`config.mk`:
```
export PLATFORM = sky130hd
export DESIGN_NAME = dacsd_core
export DESIGN_NICKNAME = d
export VERILOG_FILES = /design/src/dacsd_pkg.sv /design/src/dacsd_core.sv /design/src/dacsd_fifo.sv
export SDC_FILE = /design/constraint.sdc
export NUM_CORES = 1
export LEC_CHECK = 0
export BUFFER_PORTS_ARGS = -buffer_cell sky130_fd_sc_hd__buf_2
export CORE_ASPECT_RATIO = 0.7
export CORE_UTILIZATION = 52
export CTS_BUF_LIST = sky130_fd_sc_hd__clkbuf_16
export CTS_CLUSTER_DIAMETER = 200
export CTS_CLUSTER_SIZE = 25
export DETAILED_ROUTE_END_ITERATION = 8
export PLACE_DENSITY = 0.83
export SETUP_SLACK_MARGIN = 0.4
export SLEW_MARGIN = 5
export SYNTH_ARGS = -nofsm -noshare
export SYNTH_HDL_FRONTEND = slang
export SYNTH_SLANG_ARGS = --single-unit
```
`constraint.sdc`:
```
create_clock -name clk -period 3.05 [get_ports clk]
set_input_delay 0.305 -clock clk [delete_from_list [all_inputs] [get_ports clk]]
set_output_delay 0.305 -clock clk [all_outputs]
set_load 0.05 [all_outputs]
```
`src/dacsd_pkg.sv`:
```
// Constants and types for the DAC serial output and daisy-chain block
package dacsd_pkg;
   localparam int WORD_BITS = 12;
   localparam int CODE_BITS = 8;
   localparam int NUM_CH    = 4;
   localparam int ADDR_HI   = 11;
   localparam int ADDR_LO   = 10;
   localparam int CTRL_HI   = 9;
   localparam int CTRL_LO   = 8;
   localparam int FIFO_W    = 12;
   localparam int FIFO_D    = 16;
   localparam logic [3:0] CMD_NOP      = 4'h0;
   localparam logic [3:0] CMD_UPO_LO   = 4'h2;
   localparam logic [3:0] CMD_SW_LOAD  = 4'h4;
   localparam logic [3:0] CMD_UPO_HI   = 4'h6;
   localparam logic [3:0] CMD_LOAD_ALL = 4'h8;
   localparam logic [3:0] CMD_PH_FALL  = 4'ha;
   localparam logic [3:0] CMD_SHUTDOWN = 4'hc;
   localparam logic [3:0] CMD_PH_RISE  = 4'he;
   localparam logic [1:0] CTRL_LOAD    = 2'h1;
   localparam logic [1:0] CTRL_LOAD_UP = 2'h3;
   localparam logic [7:0] CODE_ZERO    = 8'h00;
   typedef enum logic [1:0] {
      DACSD_IDLE  = 2'b00,
      DACSD_SHIFT = 2'b01,
      DACSD_END   = 2'b11
   } dacsd_frame_type;
endpackage

```
`src/dacsd_core.sv`:
```
// Serial shift path, output phase, command apply and converter codes
`timescale 1ns/1ns
////////////////////////////////////////////////////////////////////////////////
// Summary of operation
// - Serial output driven from last shift register stage in mode 0, from the next-to-last stage in mode 1.
// - Mode 0 changes output on falling edge, mode 1 on rising.
// - Mode 0 lag from input to output is 12.5 clock cycles.
// - Mode 1 lag from input to output is exactly 12 cycles.
// - Mode 0 selected after reset until a phase command.
// - Serial output always driven high or low, never floating.
// - Serial output held unchanged while chip select high.
// - Devices chain output to input sharing clock and select.
// - No-operation word only shifts through, registers untouched.
// - Words act together on chip select rising edge.
// - Shared load strobe updates several devices together.
// - Code is straight unsigned binary, output code times ref over 256.
// - Each device takes one 12-bit word: address, control, data.
// - No-operation is zero address and control, data ignored.
// - Rising phase command sets mode 1 and loads all converters.
// - Falling phase command sets mode 0 and loads all converters.
module dacsd_core (
   input  wire logic                                              clk,
   input  wire logic                                              rst,
   input  wire logic                                              sclk,
   input  wire logic                                              cs_n,
   input  wire logic                                              din,
   input  wire logic                                              load_strobe_n,
   output logic                                                   dout,
   output logic                                                   dout_oe,
   output logic                                                   phase_mode,
   output logic [dacsd_pkg::NUM_CH-1:0][dacsd_pkg::CODE_BITS-1:0] code_value,
   output logic [dacsd_pkg::WORD_BITS-1:0]                        word_data,
   output logic                                                   word_valid,
   input  wire logic                                              word_ready
);
   import dacsd_pkg::*;

   // Three stage synchronisers; stage one feeds stage two only
   logic [2:0] sclk_s;
   logic [2:0] cs_s;
   logic [2:0] din_s;
   logic [2:0] ld_s;
   logic       sclk_q;
   logic       cs_q;
   logic       din_q;
   logic       ld_q;
   logic       sclk_prev;
   logic       cs_prev;

   function automatic logic settle(input logic [2:0] s, input logic q);
      return (s[1] == s[2]) ? s[2] : q;
   endfunction

   always_ff @(posedge clk or posedge rst) begin
      if (rst) begin
         sclk_s <= 3'h0;
         cs_s   <= 3'h7;
         din_s  <= 3'h0;
         ld_s   <= 3'h7;
      end else begin
         sclk_s <= {sclk_s[1:0], sclk};
         cs_s   <= {cs_s[1:0], cs_n};
         din_s  <= {din_s[1:0], din};
         ld_s   <= {ld_s[1:0], load_strobe_n};
      end
   end

   always_ff @(posedge clk or posedge rst) begin
      if (rst) begin
         sclk_q    <= 1'b0;
         cs_q      <= 1'b1;
         din_q     <= 1'b0;
         ld_q      <= 1'b1;
         sclk_prev <= 1'b0;
         cs_prev   <= 1'b1;
      end else begin
         sclk_q    <= settle(sclk_s, sclk_q);
         cs_q      <= settle(cs_s, cs_q);
         din_q     <= settle(din_s, din_q);
         ld_q      <= settle(ld_s, ld_q);
         sclk_prev <= sclk_q;
         cs_prev   <= cs_q;
      end
   end

   logic sclk_rise;
   logic sclk_fall;
   logic cs_rise;
   assign sclk_rise = sclk_q && !sclk_prev && !cs_q;
   assign sclk_fall = !sclk_q && sclk_prev && !cs_q;
   assign cs_rise   = cs_q && !cs_prev;

   ////////////////////////////////////////////////////////////////////////////
   // Shift register and output stage
   logic [WORD_BITS-1:0] shreg;
   logic                 mode;
   logic                 out_bit;
   dacsd_frame_type      frame;

   always_ff @(posedge clk or posedge rst) begin
      if (rst) begin
         shreg <= '0;
      end else if (sclk_rise) begin
         shreg <= {shreg[WORD_BITS-2:0], din_q};
      end
   end

   // Mode 0 re-times the last stage half a clock later
   always_ff @(posedge clk or posedge rst) begin
      if (rst) begin
         out_bit <= 1'b0;
      end else if (!mode && sclk_fall) begin
         out_bit <= shreg[WORD_BITS-1];
      end else if (mode && sclk_rise) begin
         out_bit <= shreg[WORD_BITS-2];
      end
   end

   assign dout       = out_bit;
   assign dout_oe    = 1'b1;
   assign phase_mode = mode;

   // Commit needs a seen low phase, so select noise at reset commits nothing
   always_ff @(posedge clk or posedge rst) begin
      if (rst) begin
         frame <= DACSD_IDLE;
      end else begin
         case (frame)
            DACSD_IDLE: begin
               if (!cs_q) begin
                  frame <= DACSD_SHIFT;
               end
            end
            DACSD_SHIFT: begin
               if (cs_q) begin
                  frame <= DACSD_END;
               end
            end
            DACSD_END: begin
               frame <= DACSD_IDLE;
            end
            default: begin
               frame <= DACSD_IDLE;
            end
         endcase
      end
   end

   ////////////////////////////////////////////////////////////////////////////
   // Committed words queue up before being applied
   logic [WORD_BITS-1:0] q_data;
   logic                 q_valid;
   logic                 q_ready;
   logic                 fifo_in_ready;
   logic                 commit;
   // A cut frame still commits the register as it stands; the host owns framing
   assign commit = cs_rise && (frame == DACSD_SHIFT);

   dacsd_fifo #(
      .W (FIFO_W),
      .D (FIFO_D)
   ) u_fifo (
      .clk       (clk),
      .rst       (rst),
      .in_data   (shreg),
      .in_valid  (commit),
      .in_ready  (fifo_in_ready),
      .out_data  (q_data),
      .out_valid (q_valid),
      .out_ready (q_ready)
   );

   // Apply stalls while the word port is back-pressured
   assign q_ready    = word_ready;
   assign word_valid = q_valid;
   assign word_data  = q_data;

   logic [3:0]           cmd;
   logic [1:0]           addr;
   logic [CODE_BITS-1:0] data;
   logic                 apply;
   assign cmd   = q_data[ADDR_HI:CTRL_LO];
   assign addr  = q_data[ADDR_HI:ADDR_LO];
   assign data  = q_data[CODE_BITS-1:0];
   assign apply = q_valid && q_ready;

   // Phase survives everything but reset and the two phase commands
   always_ff @(posedge clk or posedge rst) begin
      if (rst) begin
         mode <= 1'b0;
      end else if (apply && cmd == CMD_PH_RISE) begin
         mode <= 1'b1;
      end else if (apply && cmd == CMD_PH_FALL) begin
         mode <= 1'b0;
      end
   end

   ////////////////////////////////////////////////////////////////////////////
   // Input and converter registers, straight binary codes
   logic [NUM_CH-1:0][CODE_BITS-1:0] in_reg;
   logic [NUM_CH-1:0][CODE_BITS-1:0] dac_reg;
   logic                             is_load;
   logic                             xfer_all;
   assign is_load  = (q_data[CTRL_HI:CTRL_LO] == CTRL_LOAD)
                  || (q_data[CTRL_HI:CTRL_LO] == CTRL_LOAD_UP);
   assign xfer_all = apply && (cmd == CMD_SW_LOAD || cmd == CMD_PH_RISE
                  || cmd == CMD_PH_FALL);

   always_ff @(posedge clk or posedge rst) begin
      if (rst) begin
         in_reg <= '0;
      end else if (apply && is_load) begin
         in_reg[addr] <= data;
      end
   end

   // Load strobe low makes converters transparent to the input registers
   always_ff @(posedge clk or posedge rst) begin
      if (rst) begin
         dac_reg <= '0;
      end else if (apply && cmd == CMD_LOAD_ALL) begin
         for (int i = 0; i < NUM_CH; i++) begin
            dac_reg[i] <= data;
         end
      end else if (!ld_q || xfer_all
                   || (apply && q_data[CTRL_HI:CTRL_LO] == CTRL_LOAD_UP)) begin
         dac_reg <= in_reg;
         if (apply && is_load) begin
            dac_reg[addr] <= data;
         end
      end
   end

   assign code_value = dac_reg;

   ////////////////////////////////////////////////////////////////////////////
   a_idle_hold: assert property (@(posedge clk) disable iff (rst)
      cs_q && cs_prev |-> $stable(dout))
      else $error("serial output moved while deselected");
   a_drive_on: assert property (@(posedge clk) disable iff (rst)
      dout_oe == 1'b1)
      else $error("serial output released");
   a_fall_mode: assert property (@(posedge clk) disable iff (rst)
      !mode && sclk_fall |=> dout == $past(shreg[WORD_BITS-1]))
      else $error("mode 0 output not last stage");
   a_rise_mode: assert property (@(posedge clk) disable iff (rst)
      mode && sclk_rise |=> dout == $past(shreg[WORD_BITS-2]))
      else $error("mode 1 output wrong stage");
   a_shift_in: assert property (@(posedge clk) disable iff (rst)
      sclk_rise |=> shreg[0] == $past(din_q))
      else $error("input not sampled on rising edge");
   a_nop_keep: assert property (@(posedge clk) disable iff (rst)
      apply && cmd == CMD_NOP && ld_q |=> $stable(in_reg) && $stable(dac_reg))
      else $error("no-operation changed registers");
   a_phase_set: assert property (@(posedge clk) disable iff (rst)
      apply && cmd == CMD_PH_RISE |=> mode ##0 dac_reg == $past(in_reg))
      else $error("rising phase command failed");
   a_phase_clr: assert property (@(posedge clk) disable iff (rst)
      apply && cmd == CMD_PH_FALL |=> !mode)
      else $error("falling phase command failed");
   a_commit_word: assert property (@(posedge clk) disable iff (rst)
      commit && fifo_in_ready |=> q_valid)
      else $error("committed word lost");
   a_code_out: assert property (@(posedge clk) disable iff (rst)
      apply && cmd == CMD_LOAD_ALL |=> code_value == {NUM_CH{$past(data)}})
      else $error("converters not loaded with the shifted code");

   // Each phase keeps still on the edge it does not own
   a_rise_quiet: assert property (@(posedge clk) disable iff (rst)
      !mode && sclk_rise |=> $stable(dout))
      else $error("mode 0 output moved on a rising edge");
   a_fall_quiet: assert property (@(posedge clk) disable iff (rst)
      mode && sclk_fall |=> $stable(dout))
      else $error("mode 1 output moved on a falling edge");
   a_mode_keep: assert property (@(posedge clk) disable iff (rst)
      !(apply && (cmd == CMD_PH_RISE || cmd == CMD_PH_FALL)) |=> $stable(mode))
      else $error("phase changed without a phase command");
   a_shift_hold: assert property (@(posedge clk) disable iff (rst)
      cs_q |=> $stable(shreg))
      else $error("shift register moved while deselected");

   // Register loads from commands and from the strobe pin
   a_load_input: assert property (@(posedge clk) disable iff (rst)
      apply && is_load |=> in_reg[$past(addr)] == $past(data))
      else $error("input register not loaded");
   a_load_pass: assert property (@(posedge clk) disable iff (rst)
      !ld_q && !apply |=> dac_reg == $past(in_reg))
      else $error("converters not following inputs under strobe");
   a_sw_load: assert property (@(posedge clk) disable iff (rst)
      apply && cmd == CMD_SW_LOAD |=> dac_reg == $past(in_reg))
      else $error("software load did not copy inputs");
   a_phase_load: assert property (@(posedge clk) disable iff (rst)
      apply && cmd == CMD_PH_FALL |=> dac_reg == $past(in_reg))
      else $error("falling phase command did not load converters");

   // Stalled head must hold until taken
   a_word_hold: assert property (@(posedge clk) disable iff (rst)
      word_valid && !word_ready |=> word_valid && $stable(word_data))
      else $error("queued word changed while stalled");
endmodule

```
`src/dacsd_fifo.sv`:
```
// Synchronous FIFO with valid/ready on both sides
`timescale 1ns/1ns
module dacsd_fifo #(
   parameter int W = 12,
   parameter int D = 16
) (
   input  wire logic         clk,
   input  wire logic         rst,
   input  wire logic [W-1:0] in_data,
   input  wire logic         in_valid,
   output logic              in_ready,
   output logic [W-1:0]      out_data,
   output logic              out_valid,
   input  wire logic         out_ready
);
   localparam int AW = $clog2(D);
   logic [W-1:0] mem [D];
   logic [AW-1:0] wr_ptr;
   logic [AW-1:0] rd_ptr;
   logic [AW:0]   count;
   logic          push;
   logic          pop;
   assign in_ready  = (count != (AW+1)'(D));
   assign out_valid = (count != '0);
   assign push      = in_valid && in_ready;
   assign pop       = out_valid && out_ready;
   assign out_data  = mem[rd_ptr];
   always_ff @(posedge clk) begin
      if (push) begin
         mem[wr_ptr] <= in_data;
      end
   end
   always_ff @(posedge clk or posedge rst) begin
      if (rst) begin
         wr_ptr <= '0;
         rd_ptr <= '0;
         count  <= '0;
      end else begin
         if (push) begin
            wr_ptr <= wr_ptr + 1'b1;
         end
         if (pop) begin
            rd_ptr <= rd_ptr + 1'b1;
         end
         count <= count + (AW+1)'(push) - (AW+1)'(pop);
      end
   end
endmodule

```
After elaboration in Yosys (flattened, before gate mapping)
Memory sizes are Yosys's and may differ from the RTL's.
Cells that the tools add are included.
Widths: inputs -> output; s select.
- flip-flop bits (word level): 111
- RAM bits: 192
- bits of input ports: 7
- logic and storage cells: 95
- memories: 1
- add/subtract/negate cells: 4
- magnitude comparators: 2
- equal/unequal tests: 14
- mux-type cells: 15
- reduce and logical (&&, ||, !) cells: 34
- memories (name ; depth ; width ; read ports ; clocked after Yosys merged registers in ; wr ports ; line ; text):
    u_fifo.mem ; 16 ; 12 ; 1 ; 0 ; 1 ; dacsd_fifo.sv:17 ; logic [W-1:0] mem [D];
- operator list (operator ; number):
    $mux 32 ; 3
    $bwmux 32 ; 1
    $logic_and 1x1->1 ; 17
    $demux 8 s2 ; 1
    $eq 4x4->1 const B ; 3
    $add 4x1->4 const B ; 2
    $mux 8 ; 1
    $logic_not 1->1 ; 6
    $mux 1 ; 6
    $reduce_bool 2->1 ; 3
    $add 5x1->5 ; 1
    $logic_or 1x1->1 ; 5
    $ne 5x5->1 const B ; 1
    $reduce_bool 5->1 ; 1
    $sub 5x1->5 ; 1
    $eq 1x1->1 ; 4
    $eq 2x1->1 const B ; 2
    $eq 4x3->1 const B ; 1
    $mux 2 ; 2
    $ne 2x2->1 const B ; 2
    $pmux 2 s2 ; 1
    $lt 2x3->1 const B ; 1
    $eq 2x2->1 const B ; 1
    $ge 2x1->1 const B ; 1
    2 further kinds ; 2

Longest topological paths before layout
An unclocked memory read counts as a cell.
- depth after elaboration: 9
- gate-level depth with buffers: 13
- mapped depth without buffers: 13

By module
Synthesis repeated with hierarchy kept, for this count alone.
- cell total of the unflattened synthesis: 731
- area, all modules: 12012.8 um^2
- by module, submodules not included (module ; times used ; cells each ; area each (um^2) ; sequential area each (um^2)):
    dacsd_fifo ; 1 ; 436 ; 8185.4 ; 6090.8
    dacsd_core ; 1 ; 295 ; 3827.4 ; 2463.6

Worst setup path after synthesis
OpenSTA, ideal clock, no wires.
- path kind: register to register
- start point: register u_fifo.rd_ptr[0]
- end point: register dac_reg (netlist bit code_value[10])
- setup time: 0.125 ns
- arrival: 3.316 ns
- required time: 2.925 ns
- slack: -0.391 ns
- cell stages (with the launch flop): 12
- buffers on the path: 4
- period minus slack after synthesis: 3.441 ns
- path through: dfrtp_1 > buf_6 > buf_4 > buf_4 > mux4_2 > a22oi_1 > nand3_1 > nand4b_1 > o311a_1 > o21ai_2 > buf_2 > mux2_2
- RTL lines (item ; line ; text):
    start, declared ; dacsd_fifo.sv:19 ; logic [AW-1:0] rd_ptr;
    start signal, assigned ; dacsd_fifo.sv:43 ; rd_ptr <= rd_ptr + 1'b1;
    $mem_v2 16x12 (*) ; - ;
    net word_data, one bit ; dacsd_core.sv:32 ; output logic [dacsd_pkg::WORD_BITS-1:0] word_data,
    $eq 4x3->1 or $eq 4x4->1 (tied branches) ; dacsd_core.sv:206 ; assign xfer_all = apply && (cmd == CMD_SW_LOAD || cmd == CMD_PH_RISE
    $logic_or 1x1->1 ; dacsd_core.sv:206 ;
    $logic_or 1x1->1 ; dacsd_core.sv:207 ; || cmd == CMD_PH_FALL);
    $logic_and 1x1->1 ; dacsd_core.sv:206 ;
    $logic_or 1x1->1 ; dacsd_core.sv:225 ; end else if (!ld_q || xfer_all
    $logic_or 1x1->1 ; dacsd_core.sv:226 ; || (apply && q_data[CTRL_HI:CTRL_LO] == CTRL_LOAD_UP)) begin
    $reduce_bool 2->1 (no source line) ; - ;
    end signal, assigned by index ; dacsd_core.sv:223 ; dac_reg[i] <= data;
    end signal, assigned ; dacsd_core.sv:227 ; dac_reg <= in_reg;
    end signal, assigned by index ; dacsd_core.sv:229 ; dac_reg[addr] <= data;
    end, declared ; dacsd_core.sv:201 ; logic [NUM_CH-1:0][CODE_BITS-1:0] dac_reg;
The timed path passes the listed nets; every way through them passes the cells marked *. The select of a mux whose other input is x is not followed.
A chain may end at the register's enable or synchronous reset.

Worst setup path after layout
- start point: register u_fifo.rd_ptr[0]
- end point: register dac_reg (netlist bit code_value[16])
- word-level cells in the longest chain between the ends: 9
- RTL lines (item ; line ; text):
    $mem_v2 16x12 (*) ; - ;
    $lt 2x3->1 (not written as such) or $ge 2x1->1 (tied branches) ; dacsd_core.sv:229 ;
    $logic_and 1x1->1 (not written as such) ; dacsd_core.sv:229 ;
    $mux 8 (not written as such) ; dacsd_core.sv:229 ;
    $demux 8 s2 ; dacsd_core.sv:229 ;
    $bwmux 32 ; dacsd_core.sv:229 ;
    $mux 32 ; dacsd_core.sv:228 ; if (apply && is_load) begin
    $mux 32 ; dacsd_core.sv:225 ;
    $mux 32 ; dacsd_core.sv:221 ; end else if (apply && cmd == CMD_LOAD_ALL) begin
Every way passes the cells marked *; elsewhere a longest branch is shown, timed or not. The select of a mux whose other input is x is not followed.

==> implementation parameters <==
Parameter                              Value

Run
  Maximum Capacitance Violations    0

Die
  Core Region    22790 um2
  Initial core utilization    53.32%
  Die Height    129.9 um
  Horizontal die dimension    184.7 um
  Cell Rows    46
  Boundary Pins    55
  Die ar.    24000 um2

Logic synthesis
  Yosys top cell by area    edfxtp_1
  Share of the yosys chip area belonging to registers    70.39%
  Post-synth top cells    192 x edfxtp_1, 102 x dfrtp_1, 88 x mux2_2, 49 x mux4_2, 17 x and2_1
  Async set-reset flop share out of synthesis    36.63%
  Post-synthesis average cell area    19.29 um2
  Flops & latches, synth    303
  Top cells by area, synth    edfxtp_1 47%, dfrtp_1 21%, mux4_2 9.1%
  Most used flip-flop cell after synthesis    edfxtp_1
  Number of instances in the synthesized netlist    630
  Fraction of synthesized cell area taken by the top area cell type    47.44%
  Synth Warn #    0
  Combined area of all synthesized cells    12150 um2
  Netlist cell types    57
  Synthesized netlist net count    649
  Top-count cell post-synth    edfxtp_1
  Count of flip-flops with a built-in enable after synthesis    192

Clock tree
  Clock root cell    clkbuf_16
  Maximum number of buffers from clock root to sink    3
  CTS H-Tree Depth    1
  Clock tree from TritonCTS    built
  Skew-Pair Late Insertion Delay    0.50 ns
  Number of buffers created by CTS    16
  Clock slew seen by the registers of the worst setup and hold paths    0.10 ns
  Num Clock Sinks    303

Critical path
  Crit end category    flip-flop
  Largest fanout on the critical path    8
  CP Data Arrival Time    3.40 ns
  Required time of the worst setup path    3.44 ns
  Type of the setup path with the least slack    flip-flop to flip-flop
  Startpoint type of the worst setup path    flip-flop

Timing
  Fin Clk Skew    0.02941 ns
  Slew at the pin closest to its max-slew limit    0.6271 ns
  Final Hold Fails    0
  Max_slew headroom    58.19%
  Slew Viols, Final    0
  Crit path time final    3.016 ns
  Final period utilization    98.89%
  RSZ-0062 raised after global routing    true
  Fmax achieved    0.3315 GHz
  Worst hold margin    0.2243 ns
  Final setup violation count    0

GRT
  Number of antenna violations at the first check in global routing    0
  First-pass GRT wire length    40.60 mm
  Largest net degree at the start of global routing    65
  Gr ovfl total    0
  Global routing's busiest layer    met2
  Number of global-route vias before repair    6659
  GRT met1 Usage    32.54%
  Met2 track demand over resource in global routing    37.45%
  Met3 global-route usage    4.800%
  Total track usage    23.13%

Drt
  Routed Antenna Nets    0
  Mean number of vias per cell    5.995
  Via total after detailed routing    6564
  Total wire length after detailed routing    27.89 mm
  Drt pass-1 iters    5
  DR WL/cell    25.47 um
  Remaining DRCs    0
  1st-iter DRT viols    720

Finish
  Final net count    792
  Area overhead of the layout relative to synthesis    21.06%
  Final cell area excluding filler cells    14710 um2
  Antenna diode instance count    0
  Final core occ    64.55%
  Total of fill cells in the finished design    1458
  Max reg flops    192
  Proportion of layout cells with a drive suffix above 1    47.89%

Run status
  Run status    finished clean

Power
  Maximum vdd ir drop    0.001001 V
  Static power due to leakage    5.595 nW
  Overall power after layout    17.27 mW
  Total power divided by cell area    1174 nW/um2

Min path
  Type of the most critical hold path    input port to async pin

Placed design
  Final GP Congestion    0.7966
  DP Area    13240 um2
  DP HPWL    16.32 mm
  Number of I/O port buffers    53
==> routing by layer <==
metal	up-vias	wire length [um]
met5	-	0
met4	0	639
met3	53	2478
met2	379	13510
met1	3403	11250
li1	2729	-
==> kinds of logic after synthesis <==
group                      after synthesis  share of synthesized area, %
AOI/OAI and AO/OA                       28                         1.925
xor gates and xnor gates                10                        0.7207
adders and majority gates               16                         1.627
buffers and inverters                   40                         1.647
DFF                                    303                         70.39
muxes                                  161                         20.17
other                                    1                       0.03086
and+or+nand+nor                         71                         3.490
==> repair_timing <==
action / CTS / global route
resized for setup: 80 / 45
gates cloned: 6 / 2
setup buffers: 29 / 5
endpoints found under the hold margin: 69 / 0
hold buffers: 5 / 0
pin swaps: 17 / 3
setup endpoints to repair: 74 / 72
==> cells in the final DEF, fill, tap and decap left out, types with 13 or more instances in the layout <==
master     count
buf_6         13
inv_1         17
and2_1        16
mux4_2        53
buf_4         59
edfxtp_1     192
mux2_2        65
clkbuf_16     18
dfrtp_1       99
buf_2         42
mux2_4        40
==> metrics by stage <==
step / setup TNS [ns] / worst slack [ns] / std cells
after detailed placement: -0.002800 / -0.002800 / 1020
after global placement: 0 / 0.1011 / 1020
final: 0 / 0.03382 / 1095
after global routing: 0 / 0.0001270 / 1095
after floorplan: 0 / 0.1105 / 630
after CTS: 0 / 0.1174 / 1088
==> path summary, 6_finish.rpt <==
| path | from | to | slack (ns) | cells after the start |
|---|---|---|---|---|
| max in group asynchronous | rst | u_fifo.rd_ptr[1] | 2.00 | 4 |
| worst min register to register | sclk_s[0] | sclk_s[1] | 0.36 | 0 |
| min in group clk | word_ready | u_fifo.rd_ptr[0] | 0.24 | 3 |
| worst min-delay path | rst | u_fifo.count[1] | 0.22 | 3 |
| worst max-delay path | u_fifo.rd_ptr[0] | code_value[16] | 0.03 | 12 |
| worst max register to register | u_fifo.rd_ptr[0] | code_value[16] | 0.03 | 12 |
==> report_power, final <==
group          switching (mW)  internal, mW  leakage, nW
registers               0.754          5.36         3.02
clock network            1.27          1.04        0.274
logic                    4.57          4.28         2.30
total                    6.59          10.7         5.60
==> area by class of cell <==
cell class / count / area (um2) / share of cell area (%)
Sequential cell: 303 / 8561 / 58.19
Multi-Input combinational cell: 287 / 3700 / 25.15
Timing Repair Buffer: 151 / 1488 / 10.11
Clock buffer: 17 / 425.4 / 2.891
Tap cell: 312 / 390.4 / 2.653
Inverter: 14 / 81.33 / 0.5528
Clock inverter: 11 / 67.56 / 0.4592
==> worst max-delay path: stages, from the launching register on <==
cell     delay (ns)
dfrtp_2        0.47
buf_8          0.17
buf_4          0.12
mux4_2         0.48
nand3_1        0.16
nand3_4        0.14
buf_6          0.16
o311a_4        0.31
o21ai_4        0.20
buf_6          0.16
buf_12         0.10
buf_16         0.13
mux2_4         0.31
(Power assumes the default switching activity.)
